<file path="config.mk">
export PLATFORM = sky130hd
export DESIGN_NAME = octal_dac_ctrl
export DESIGN_NICKNAME = d
export VERILOG_FILES = /design/src/include/dac_pkg.sv /design/src/rtl/dac_channel_bank.sv /design/src/rtl/octal_dac_ctrl.sv /design/src/rtl/serial_frame_rx.sv
export SDC_FILE = /design/constraint.sdc
export NUM_CORES = 1
export LEC_CHECK = 0
export BUFFER_PORTS_ARGS = -buffer_cell sky130_fd_sc_hd__clkbuf_2
export CAP_MARGIN = 20
export CORE_MARGIN = 2
export CORE_UTILIZATION = 50
export CTS_CLUSTER_DIAMETER = 100
export CTS_CLUSTER_SIZE = 30
export DETAILED_ROUTE_END_ITERATION = 10
export GPL_ROUTABILITY_DRIVEN = 1
export PLACE_DENSITY = 0.71
export SYNTH_ARGS = -nofsm -noshare
export SYNTH_HDL_FRONTEND = slang
export SYNTH_HIERARCHICAL = 1
export SYNTH_SLANG_ARGS = --single-unit
</file>
<file path="constraint.sdc">
create_clock -name i_clk -period 3.4 [get_ports i_clk]
set_input_delay 0.68 -clock i_clk [delete_from_list [all_inputs] [get_ports i_clk]]
set_output_delay 0.68 -clock i_clk [all_outputs]
set_load 0.03 [all_outputs]
</file>
<file path="src/include/dac_pkg.sv">
// Constants and carrier types for the octal converter control logic.
// Functional notes
// - Shift sixteen bits MSB first on falling clock.
// - Early frame select rise discards partial frame.
// - Bit 15 selects data write or control.
// - Bits 14 to 12 address channels A-H.
// - Strobe mode command 101, code in bits 1:0.
// - Code 00 keeps strobe asserted, outputs follow.
// - Code 01 latches outputs; default after reset.
// - Code 10 gives one single update pulse.
// - Power-down command powers down flagged channels.
// - Data reset clears input and output registers.
// - Full reset also restores all control settings.
// - Serial path enabled only between select edges.
// - Valid data frame loads addressed input register.
// - Pin high with code 01 keeps outputs latched.
// - Code 00 or pin low makes outputs transparent.
// - Synchronous update follows the 16th falling edge.
// - Asynchronous update on falling strobe pin edge.
// - Gain and reference settings are double-buffered.
// - Strobe updates only freshly written channels.
package dac_pkg;
  localparam int NCH = 8;
  localparam int DW = 12;
  localparam logic [4:0] BIT_CNT_LAST = 5'h0F;
  localparam logic [4:0] BIT_CNT_FULL = 5'h10;
  localparam logic [1:0] LD_LOW = 2'h0;
  localparam logic [1:0] LD_HIGH = 2'h1;
  localparam logic [1:0] LD_SINGLE = 2'h2;
  localparam logic [1:0] LD_RSVD = 2'h3;
  localparam logic [1:0] CM_REF = 2'h0;
  localparam logic [1:0] CM_STROBE = 2'h1;
  localparam logic [1:0] CM_PD = 2'h2;
  localparam logic [1:0] CM_RST = 2'h3;
  localparam logic [1:0] MODE_RESET = LD_HIGH;
  localparam logic [7:0] PD_RESET = 8'h00;
  localparam logic [5:0] REF_RESET = 6'h00;
  localparam logic CONFIG_RESET = 1'b1;
  localparam logic [7:0] ADDR_CONFIG = 8'h00;
  localparam logic [7:0] ADDR_STATUS = 8'h04;
  localparam logic [7:0] ADDR_FRAMES = 8'h08;
  localparam logic [7:0] ADDR_CODE0 = 8'h20;
  localparam logic [1:0] RESP_OKAY = 2'h0;
  localparam logic [1:0] RESP_SLVERR = 2'h2;
  typedef struct packed {
    logic [1:0] gain;
    logic [1:0] bufr;
    logic [1:0] vdd;
  } ref_cfg_t;
  typedef struct packed {
    logic valid;
    logic [15:0] word;
  } frame_t;
  typedef logic [DW-1:0] code_t;
  typedef logic [NCH-1:0][DW-1:0] code_bank_t;
endpackage

</file>
<file path="src/rtl/dac_channel_bank.sv">
// Double-buffered input and output register banks with fresh flags.
`timescale 1ns/1ps
module dac_channel_bank (
  input wire logic i_clk,
  input wire logic i_sys_rst,
  input wire logic i_wr,
  input wire logic [2:0] i_addr,
  input wire dac_pkg::code_t i_data,
  input wire logic i_ref_wr,
  input wire dac_pkg::ref_cfg_t i_ref,
  input wire logic i_load,
  input wire logic i_clr_data,
  input wire logic i_clr_ref,
  output dac_pkg::code_bank_t o_code,
  output dac_pkg::ref_cfg_t o_ref,
  output logic [7:0] o_dirty
);
  dac_pkg::code_bank_t in_reg;
  dac_pkg::code_bank_t out_reg;
  logic [7:0] dirty_reg;
  dac_pkg::ref_cfg_t ref_in_reg;
  dac_pkg::ref_cfg_t ref_out_reg;
  logic ref_dirty_reg;
  wire [7:0] wr_hit = i_wr ? (8'h01 << i_addr) : 8'h00;

  always_ff @(posedge i_clk) begin
    if (i_sys_rst || i_clr_data) begin
      in_reg <= '0;
      out_reg <= '0;
      dirty_reg <= 8'h00;
    end else begin
      for (int i = 0; i < dac_pkg::NCH; i++) begin
        if (wr_hit[i]) begin
          in_reg[i] <= i_data;
        end
        if (i_load && dirty_reg[i]) begin
          out_reg[i] <= in_reg[i];
        end
      end
      dirty_reg <= wr_hit | (dirty_reg & ~{8{i_load}});
    end
  end

  always_ff @(posedge i_clk) begin
    if (i_sys_rst || i_clr_ref) begin
      ref_in_reg <= dac_pkg::REF_RESET;
      ref_out_reg <= dac_pkg::REF_RESET;
      ref_dirty_reg <= 1'b0;
    end else begin
      if (i_ref_wr) begin
        ref_in_reg <= i_ref;
      end
      if (i_load && ref_dirty_reg) begin
        ref_out_reg <= ref_in_reg;
      end
      ref_dirty_reg <= i_ref_wr | (ref_dirty_reg & ~i_load);
    end
  end

  assign o_code = out_reg;
  assign o_ref = ref_out_reg;
  assign o_dirty = dirty_reg;
endmodule

</file>
<file path="src/rtl/octal_dac_ctrl.sv">
// Top of the octal converter control logic with its bus slave.
//
// The register offsets and the AXI4-Lite interface to the registers are this design's own decisions.
`timescale 1ns/1ps
module octal_dac_ctrl (
  input wire logic i_clk,
  input wire logic i_sys_rst,
  input wire logic [7:0] i_awaddr,
  input wire logic i_awvalid,
  output logic o_awready,
  input wire logic [31:0] i_wdata,
  input wire logic [3:0] i_wstrb,
  input wire logic i_wvalid,
  output logic o_wready,
  output logic [1:0] o_bresp,
  output logic o_bvalid,
  input wire logic i_bready,
  input wire logic [7:0] i_araddr,
  input wire logic i_arvalid,
  output logic o_arready,
  output logic [31:0] o_rdata,
  output logic [1:0] o_rresp,
  output logic o_rvalid,
  input wire logic i_rready,
  input wire logic i_sclk,
  input wire logic i_sync_n,
  input wire logic i_din,
  input wire logic i_load_strobe_n,
  output dac_pkg::code_bank_t o_dac_code,
  output dac_pkg::ref_cfg_t o_ref_cfg,
  output logic [7:0] o_power_down
);
  dac_pkg::frame_t frame;
  dac_pkg::code_bank_t code_out;
  dac_pkg::ref_cfg_t ref_out;
  logic [7:0] dirty;
  logic [1:0] ld_s_reg;
  logic [1:0] mode_reg;
  logic [7:0] pd_reg;
  logic single_reg;
  logic [15:0] frame_cnt_reg;
  logic config_reg;

  logic aw_hold_reg;
  logic [7:0] aw_addr_reg;
  logic w_hold_reg;
  logic [31:0] w_data_reg;
  logic [3:0] w_strb_reg;
  logic awready_reg;
  logic wready_reg;
  logic bvalid_reg;
  logic [1:0] bresp_reg;
  logic arready_reg;
  logic rvalid_reg;
  logic [31:0] rdata_reg;
  logic [1:0] rresp_reg;

  // Command decode of a completed frame.
  wire [15:0] cmd_word = frame.word;
  wire is_data = frame.valid & ~cmd_word[15];
  wire is_ctl = frame.valid & cmd_word[15];
  wire [1:0] ctl_mode = cmd_word[14:13];
  wire [1:0] ld_code = cmd_word[1:0];
  wire ld_sel = is_ctl & (ctl_mode == dac_pkg::CM_STROBE);
  wire mode_cmd = ld_sel & (ld_code != dac_pkg::LD_RSVD);
  wire single_cmd = mode_cmd & (ld_code == dac_pkg::LD_SINGLE);
  wire rsvd_cmd = ld_sel & (ld_code == dac_pkg::LD_RSVD);
  wire pd_cmd = is_ctl & (ctl_mode == dac_pkg::CM_PD);
  wire rst_cmd = is_ctl & (ctl_mode == dac_pkg::CM_RST);
  wire full_rst = rst_cmd & cmd_word[12];
  wire ref_cmd = is_ctl & (ctl_mode == dac_pkg::CM_REF);

  // Strobe generation from the mode code and the strobe pin.
  wire strobe_low = ~ld_s_reg[1];
  wire follow = (mode_reg == dac_pkg::LD_LOW) | strobe_low;
  wire load = follow | single_reg;

  serial_frame_rx u_rx (
    .i_clk(i_clk),
    .i_sys_rst(i_sys_rst),
    .i_enable(config_reg),
    .i_sclk(i_sclk),
    .i_sync_n(i_sync_n),
    .i_din(i_din),
    .o_frame(frame)
  );

  dac_channel_bank u_bank (
    .i_clk(i_clk),
    .i_sys_rst(i_sys_rst),
    .i_wr(is_data),
    .i_addr(cmd_word[14:12]),
    .i_data(cmd_word[11:0]),
    .i_ref_wr(ref_cmd),
    .i_ref(dac_pkg::ref_cfg_t'(cmd_word[5:0])),
    .i_load(load),
    .i_clr_data(rst_cmd),
    .i_clr_ref(full_rst),
    .o_code(code_out),
    .o_ref(ref_out),
    .o_dirty(dirty)
  );

  always_ff @(posedge i_clk) begin
    if (i_sys_rst) begin
      ld_s_reg <= 2'h3;
    end else begin
      ld_s_reg <= {ld_s_reg[0], i_load_strobe_n};
    end
  end

  always_ff @(posedge i_clk) begin
    if (i_sys_rst || full_rst) begin
      mode_reg <= dac_pkg::MODE_RESET;
      pd_reg <= dac_pkg::PD_RESET;
      single_reg <= 1'b0;
    end else begin
      if (mode_cmd) begin
        mode_reg <= ld_code;
      end
      single_reg <= single_cmd;
      if (pd_cmd) begin
        pd_reg <= cmd_word[7:0];
      end
    end
  end

  always_ff @(posedge i_clk) begin
    if (i_sys_rst) begin
      frame_cnt_reg <= 16'h0000;
    end else if (frame.valid) begin
      frame_cnt_reg <= frame_cnt_reg + 16'h0001;
    end
  end

  assign o_dac_code = code_out;
  assign o_ref_cfg = ref_out;
  assign o_power_down = pd_reg;

  // Write channel: address and data are taken in either order.
  wire aw_take = i_awvalid & awready_reg;
  wire w_take = i_wvalid & wready_reg;
  wire aw_have = aw_hold_reg | aw_take;
  wire w_have = w_hold_reg | w_take;
  wire do_wr = aw_have & w_have & ~bvalid_reg;
  wire [7:0] wr_addr = aw_hold_reg ? aw_addr_reg : i_awaddr;
  wire [31:0] wr_data = w_hold_reg ? w_data_reg : i_wdata;
  wire [3:0] wr_strb = w_hold_reg ? w_strb_reg : i_wstrb;
  wire wr_cfg = wr_addr == dac_pkg::ADDR_CONFIG;
  wire aw_hold_next = aw_have & ~do_wr;
  wire w_hold_next = w_have & ~do_wr;
  wire bvalid_next = do_wr | (bvalid_reg & ~i_bready);

  always_ff @(posedge i_clk) begin
    if (i_sys_rst) begin
      aw_hold_reg <= 1'b0;
      w_hold_reg <= 1'b0;
      awready_reg <= 1'b0;
      wready_reg <= 1'b0;
      bvalid_reg <= 1'b0;
      bresp_reg <= dac_pkg::RESP_OKAY;
    end else begin
      aw_hold_reg <= aw_hold_next;
      w_hold_reg <= w_hold_next;
      awready_reg <= ~aw_hold_next & ~bvalid_next;
      wready_reg <= ~w_hold_next & ~bvalid_next;
      bvalid_reg <= bvalid_next;
      if (do_wr) begin
        bresp_reg <= wr_cfg ? dac_pkg::RESP_OKAY : dac_pkg::RESP_SLVERR;
      end
    end
  end

  always_ff @(posedge i_clk) begin
    if (i_sys_rst) begin
      aw_addr_reg <= 8'h00;
      w_data_reg <= 32'h00000000;
      w_strb_reg <= 4'h0;
    end else begin
      if (aw_take) begin
        aw_addr_reg <= i_awaddr;
      end
      if (w_take) begin
        w_data_reg <= i_wdata;
        w_strb_reg <= i_wstrb;
      end
    end
  end

  always_ff @(posedge i_clk) begin
    if (i_sys_rst) begin
      config_reg <= dac_pkg::CONFIG_RESET;
    end else if (do_wr && wr_cfg && wr_strb[0]) begin
      config_reg <= wr_data[0];
    end
  end

  // Read channel: one register word per aligned address.
  wire ar_take = i_arvalid & arready_reg;
  wire [2:0] rd_ch = i_araddr[4:2];
  wire rd_code = (i_araddr[7:5] == dac_pkg::ADDR_CODE0[7:5]) &
                 (i_araddr[1:0] == 2'h0);
  wire rd_cfg = i_araddr == dac_pkg::ADDR_CONFIG;
  wire rd_stat = i_araddr == dac_pkg::ADDR_STATUS;
  wire rd_frm = i_araddr == dac_pkg::ADDR_FRAMES;
  wire rd_ok = rd_code | rd_cfg | rd_stat | rd_frm;
  wire [31:0] status_word = {8'h00, dirty, ref_out, pd_reg, mode_reg};
  wire [31:0] rd_value = rd_code ? {20'h00000, code_out[rd_ch]} :
                         rd_cfg ? {31'h00000000, config_reg} :
                         rd_stat ? status_word :
                         rd_frm ? {16'h0000, frame_cnt_reg} :
                         32'h00000000;
  wire rvalid_next = ar_take | (rvalid_reg & ~i_rready);

  always_ff @(posedge i_clk) begin
    if (i_sys_rst) begin
      arready_reg <= 1'b0;
      rvalid_reg <= 1'b0;
      rdata_reg <= 32'h00000000;
      rresp_reg <= dac_pkg::RESP_OKAY;
    end else begin
      arready_reg <= ~rvalid_next;
      rvalid_reg <= rvalid_next;
      if (ar_take) begin
        rdata_reg <= rd_value;
        rresp_reg <= rd_ok ? dac_pkg::RESP_OKAY : dac_pkg::RESP_SLVERR;
      end
    end
  end

  assign o_awready = awready_reg;
  assign o_wready = wready_reg;
  assign o_bvalid = bvalid_reg;
  assign o_bresp = bresp_reg;
  assign o_arready = arready_reg;
  assign o_rvalid = rvalid_reg;
  assign o_rdata = rdata_reg;
  assign o_rresp = rresp_reg;
endmodule

</file>
<file path="src/rtl/serial_frame_rx.sv">
// Serial frame receiver with pin synchronisers and select gating.
`timescale 1ns/1ps
module serial_frame_rx (
  input wire logic i_clk,
  input wire logic i_sys_rst,
  input wire logic i_enable,
  input wire logic i_sclk,
  input wire logic i_sync_n,
  input wire logic i_din,
  output dac_pkg::frame_t o_frame
);
  logic [1:0] sclk_s_reg;
  logic [1:0] sync_s_reg;
  logic [1:0] din_s_reg;
  logic sclk_d_reg;
  logic sync_d_reg;
  logic active_reg;
  logic [4:0] cnt_reg;
  logic [15:0] shift_reg;
  dac_pkg::frame_t frame_reg;
  wire sclk_fall = sclk_d_reg & ~sclk_s_reg[1];
  wire sync_fall = sync_d_reg & ~sync_s_reg[1];
  wire sync_high = sync_s_reg[1];
  wire bit_take = active_reg & ~sync_high & sclk_fall &
                  (cnt_reg < dac_pkg::BIT_CNT_FULL);
  wire last_bit = bit_take & (cnt_reg == dac_pkg::BIT_CNT_LAST);
  wire [15:0] shift_next = {shift_reg[14:0], din_s_reg[1]};

  always_ff @(posedge i_clk) begin
    if (i_sys_rst) begin
      sclk_s_reg <= 2'h0;
      sync_s_reg <= 2'h3;
      din_s_reg <= 2'h0;
      sclk_d_reg <= 1'b0;
      sync_d_reg <= 1'b1;
    end else begin
      sclk_s_reg <= {sclk_s_reg[0], i_sclk};
      sync_s_reg <= {sync_s_reg[0], i_sync_n};
      din_s_reg <= {din_s_reg[0], i_din};
      sclk_d_reg <= sclk_s_reg[1];
      sync_d_reg <= sync_s_reg[1];
    end
  end

  always_ff @(posedge i_clk) begin
    if (i_sys_rst || sync_high) begin
      active_reg <= 1'b0;
      cnt_reg <= 5'h00;
    end else begin
      if (sync_fall && i_enable) begin
        active_reg <= 1'b1;
      end
      if (bit_take) begin
        cnt_reg <= cnt_reg + 5'h01;
      end
    end
  end

  always_ff @(posedge i_clk) begin
    if (i_sys_rst) begin
      shift_reg <= 16'h0000;
      frame_reg <= '0;
    end else begin
      if (bit_take) begin
        shift_reg <= shift_next;
      end
      frame_reg.valid <= last_bit;
      if (last_bit) begin
        frame_reg.word <= shift_next;
      end
    end
  end

  assign o_frame = frame_reg;
endmodule

</file>
# ---- Word level (Yosys, flattened, before mapping)
# Cells that the tools add are included.
dict set report op_classes {
  add_sub_neg 2
  order_cmp 2
  n_eq_ne 9
  n_shift 1
  mux 12
  bitwise 54
  n_reduce_logical 20
}
# operator n
set ops {}
lappend ops {{24-bit 2-to-1 mux} 3}
lappend ops {{12-bit binary-select mux with 3-bit select} 1}
lappend ops {{1-bit bitwise AND} 28}
lappend ops {{16-bit by 1-bit adder with 16-bit output (second input constant)} 1}
lappend ops {{8-bit logical NOT} 2}
lappend ops {{16-bit 2-to-1 mux} 1}
lappend ops {{8-bit 2-to-1 mux} 2}
lappend ops {{1-bit NOT} 13}
lappend ops {{1-bit logical AND} 12}
lappend ops {{12-bit 2-to-1 mux} 1}
lappend ops {{1-bit bitwise OR} 10}
lappend ops {{8-bit bitwise AND} 1}
lappend ops {{8-bit by 3-bit == test with 1-bit output (second input constant)} 1}
lappend ops {{8-bit by 4-bit == test with 1-bit output (second input constant)} 1}
lappend ops {{8-bit NOT} 1}
lappend ops {{8-bit bitwise OR} 1}
lappend ops {{1-bit by 3-bit << shifter with 8-bit output (first input constant)} 1}
lappend ops {{2-bit == test (second input constant)} 3}
lappend ops {{2-bit logical NOT} 3}
lappend ops {{5-bit by 1-bit adder with 5-bit output (second input constant)} 1}
lappend ops {{5-bit by 4-bit == test with 1-bit output (second input constant)} 1}
lappend ops {{5-bit less-than comparator (second input constant)} 1}
lappend ops {{3-bit by 4-bit less-than comparator with 1-bit output (second input constant)} 1}
lappend ops {{2-bit 2-to-1 mux} 2}
lappend ops {{5 further kinds} 8}
dict set report totals {
  ff_bits 342
  input_bits 63
  output_inout_bits 151
  elab_cells 153
}

# ---- Logic depth before layout (Yosys ltp)
dict set report logic_depth {
  depth_word 8
  ltp_mapped 7
  ltp_nobuf 6
}

# ---- Cells and area by module
# The synthesis kept the hierarchy.
# module instances cells_each area_each_um2 seq_area_each_um2
set by_module_without_submodules {}
lappend by_module_without_submodules {dac_channel_bank 1 880 8986.1 4264.1}
lappend by_module_without_submodules {octal_dac_ctrl 1 401 3838.7 1461.4}
lappend by_module_without_submodules {serial_frame_rx 1 157 1727.9 920.9}

# ---- Worst setup path before layout
# Ideal clock, no wire load.
dict set report synth_path {
  path_kind {input to register}
  startpoint {input i_araddr[1]}
  endpoint {register rdata_reg[15], in the netlist o_rdata[15]}
  setup_time_ns 0.070
  arrival_ns 1.912
  slack_ns 1.417
  cell_stages 5
  n_path_buf 1
  cell_sequence {or4_4 nor4_4 buf_6 a22oi_1 a21oi_1}
}
dict set report synth_via {
  elab_chain_len 5
}
# element line_no
set synth_lines {}
lappend synth_lines {{from (decl)} octal_dac_ctrl.sv:18} ;# input wire logic [7:0] i_araddr,
lappend synth_lines {{8-bit by 4-bit == test with 1-bit output} octal_dac_ctrl.sv:205} ;# wire rd_frm = i_araddr == dac_pkg::ADDR_FRAMES;
lappend synth_lines {{16-bit 2-to-1 mux} octal_dac_ctrl.sv:211} ;# rd_frm ? {16'h0000, frame_cnt_reg} :
lappend synth_lines {{24-bit 2-to-1 mux} octal_dac_ctrl.sv:210} ;# rd_stat ? status_word :
lappend synth_lines {{24-bit 2-to-1 mux} octal_dac_ctrl.sv:209} ;# rd_cfg ? {31'h00000000, config_reg} :
lappend synth_lines {{24-bit 2-to-1 mux *} octal_dac_ctrl.sv:208} ;# wire [31:0] rd_value = rd_code ? {20'h00000, code_out[rd_ch]} :
lappend synth_lines {{to (signal assigned)} octal_dac_ctrl.sv:225} ;# rdata_reg <= rd_value;
lappend synth_lines {{to (decl)} octal_dac_ctrl.sv:55} ;# logic [31:0] rdata_reg;
# Mark *: on every way between the ends. The rest lies on a longest branch, timed or not.
# A chain may end at the register's enable or synchronous reset.

# ---- Final worst setup path
dict set report layout_path {
  startpoint {register u_rx.frame_reg, in the netlist u_rx/o_frame[14]}
  endpoint {register u_bank.out_reg, in the netlist u_bank/o_code[50]}
}
dict set report layout_via {
  elab_chain_len 3
}
# element line_no
set layout_lines {}
lappend layout_lines {{from (decl)} serial_frame_rx.sv:20} ;# dac_pkg::frame_t frame_reg;
lappend layout_lines {{2-bit == test} octal_dac_ctrl.sv:69} ;# wire rst_cmd = is_ctl & (ctl_mode == dac_pkg::CM_RST);
lappend layout_lines {{1-bit bitwise AND} octal_dac_ctrl.sv:69}
lappend layout_lines {{via rst_cmd} octal_dac_ctrl.sv:69}
lappend layout_lines {{1-bit logical OR} dac_channel_bank.sv:27} ;# if (i_sys_rst || i_clr_data) begin
lappend layout_lines {{to (signal, indexed assignment)} dac_channel_bank.sv:37} ;# out_reg[i] <= in_reg[i];
lappend layout_lines {{to (decl)} dac_channel_bank.sv:19} ;# dac_pkg::code_bank_t out_reg;
# The timed path passes the listed nets, and every way through them passes these cells.

==> impl_metrics.yaml <==
critical_path:
  ff2ff_setup_slack_ns: 1.05
  timing.rr.start: "u_rx/o_frame[14]$_SDFFE_PP0P_"
  crit_path_start_kind: "flop"
  crit_path_end_kind: "flop"
  reg2reg_depth: 4
  cp_data_arrival_time_ns: 2.74
  crit_type: "flop to flop"
  required_ns: 3.79
  reg2reg_to: "u_bank/o_code[50]$_SDFFE_PP0P_"
  worstPathMaxFanout: 28
grt:
  grt.total_usage: 0.2436
  overflow: 0
  antenna_found_initial: 0
  grt_max_degree: 106
  grt_pass1_vias: 10280
  grt_pass1_wl_um: 59200
sta:
  finalCritPeriodShare: 0.6923
  timing.fmax_mhz: 424.8
  hold_viol_final: 0
  min_period_ns: 2.354
  fin_ws_ns: 1.046
  fin_worst_skew_ns: 0.02993
  report.final.slew_viol_count: 0
  max_slew.worst_pin.slew_ns: 1.133
  setup_viol: 0
  fin_tns_setup_ns: 0
  slew_headroom: 0.2434
  rsz0062_at_grt: "no"
yosys:
  synth_seq_area_share: 0.4567
  synthesis.area_um2: 14550
  ys_types: 56
  synth_seq_cells: 332
  synth-main-ff-cell: "dfxtp_1"
  syn_inst: 1438
  synth_commonest_cells: "332 x dfxtp_1, 150 x mux2i_1, 149 x a21oi_1"
  synth_area_per_cell_um2: 10.12
  synth_top_area_frac: 0.4567
  yosys-top-cells-area: "dfxtp_1 46%, mux2i_1 10%, a21bo_2 7.0%"
  synth_top_cell_by_area: "dfxtp_1"
  synthArstFlopShare: 0
  synth-warning-count: 6
  synth_enable_flop_cells: 0
  synth_most_common_cell: "dfxtp_1"
min_path:
  hold_depth: 2
  min_to: "u_rx/sync_s_reg[0]$_SDFF_PP1_"
  min-delay-start: "i_sync_n"
  hold_class: "input port to flop"
pwr:
  power.leakage_nw: 6.335
  p_total_mw: 6.346
  power_per_cell_area_nw_per_um2: 398.6
  ir_worst_vdd_v: 0.0002579
clocking:
  clock_latency_ns: 0.53
  postCtsSetupBuffers: 0
  cts_inserted_buffers: 15
  clk_pin_slew_ns: 0.12
  cts_max_level: 1
  clock-sinks: 332
  clockBufferDepth: 3
  hold_buffers: 0
  cts_resized: 0
  cts_tree: "done"
  cts_root_buffer: "clkbuf_16"
floorplan:
  initial_utilization: 0.5070
  floorplan.die_area_um2: 30490
  io_pins: 214
  die_x_um: 174.6
  die_h_um: 174.6
  row_count: 62
  core-area_um2: 28700
layout:
  antenna_cells: 0
  fillerInstances: 2599
  seqCellArea_um2: 6646
  fin_cells: 1893
  layout-drive-gt1-share: 0.2565
  final_nets: 1573
  area_delta_synth_final_pct: 9.398
  multi_input_area_um2: 7216
routing:
  post-route-drc-count: 0
  via_per_inst: 5.822
  met1_length_um: 17660
  wire_per_inst_um: 20.30
  via_count: 11020
  top_layer: "met4"
  wl_met2_um: 17150
  dr.pass1.iters: 5
  dr_wl_met3_um: 2429
  drtIter0Drc: 911
  ant_nets: 0
  wl_um: 38430
placed_design:
  hpwl_um: 26140
  port_buffers: 169
  finalWeightedCongestion: 0.8383
  dp_slack_ns: 0.9628
  dp.cells: 1873
run:
  drv_cap: 0
status:
  status: "complete, no violations"
## power breakdown
group | total [mW] | switching (mW) | leakage (nW) | internal, mW
Clock | 2.15 | 1.29 | 0.212 | 0.860
Combinational | 0.271 | 0.193 | 3.44 | 0.0779
Sequential | 3.93 | 0.0165 | 2.68 | 3.91
## cell usage in the layout (no fill, tap or decap), types with 15 or more instances in the layout
cell	count
dfxtp_1	332
clkbuf_2	168
mux2i_1	150
a21oi_1	149
nand3_1	119
a21bo_2	102
or3b_1	89
nand2_1	47
nand2b_1	46
nor2_1	42
buf_4	27
mux4_2	24
a22oi_1	23
or3b_2	19
clkbuf_16	15
## worst max path at each step
stage	from	endpoint	slack [ns]	cells after the start
2_1_floorplan	i_araddr[1]	o_rdata[15]$_SDFFE_PP0P_	1.42	5
3_3_place_gp	i_araddr[3]	o_rdata[10]$_SDFFE_PP0P_	0.97	5
3_5_place_dp	i_araddr[0]	o_rdata[14]$_SDFFE_PP0P_	0.96	5
4_1_cts	u_rx/o_frame[14]$_SDFFE_PP0P_	u_bank/o_code[74]$_SDFFE_PP0P_	1.06	4
5_1_grt	u_rx/o_frame[14]$_SDFFE_PP0P_	u_bank/o_code[86]$_SDFFE_PP0P_	0.86	4
6_report	u_rx/o_frame[14]$_SDFFE_PP0P_	u_bank/o_code[50]$_SDFFE_PP0P_	1.05	4
## cell families (layout without fill, tap and decap cells)
logic type,count (synthesis),in the layout,synth area share
fa+ha+maj,3,3,0.002580
mux,177,177,0.1426
buf+inv,165,227,0.05047
flops,332,332,0.4567
other cells,1,10,0.0002577
xor+xnor,10,10,0.006018
compound gates,312,312,0.1519
simple gates,438,438,0.1894
## stage by stage
step           hold slack (ns)  instance area, um^2    util
6_report                0.3435                15920  0.5547
5_1_grt                 0.3448                15920  0.5547
3_5_place_dp            0.4025                15460  0.5388
2_1_floorplan           0.3895                14590       -
3_3_place_gp            0.3972                15460  0.5388
4_1_cts                 0.3271                15890  0.5537
## worst max-delay path, stage by stage, from the launching register on
cell	delay [ns]
dfxtp_1	0.66
and4_2	0.64
or2_4	0.46
buf_4	0.36
a21oi_1	0.08
## final cells by class
type | instances | share of cell area
Clock buffer | 16 | 0.02444
Timing Repair Buffer | 198 | 0.06979
Sequential cell | 332 | 0.4175
Tap cell | 384 | 0.03018
Multi-Input combinational cell | 950 | 0.4532
Clock inverter | 3 | 0.002515
Inverter | 10 | 0.002358
## routing by layer
layer  global-route usage  up-vias
met5                    0        -
met2               0.3821      361
li1                     -     5268
met4              0.07361        0
met1               0.3504     5343
met3              0.03351       49
No activity file was read; power rests on OpenSTA's default activity.
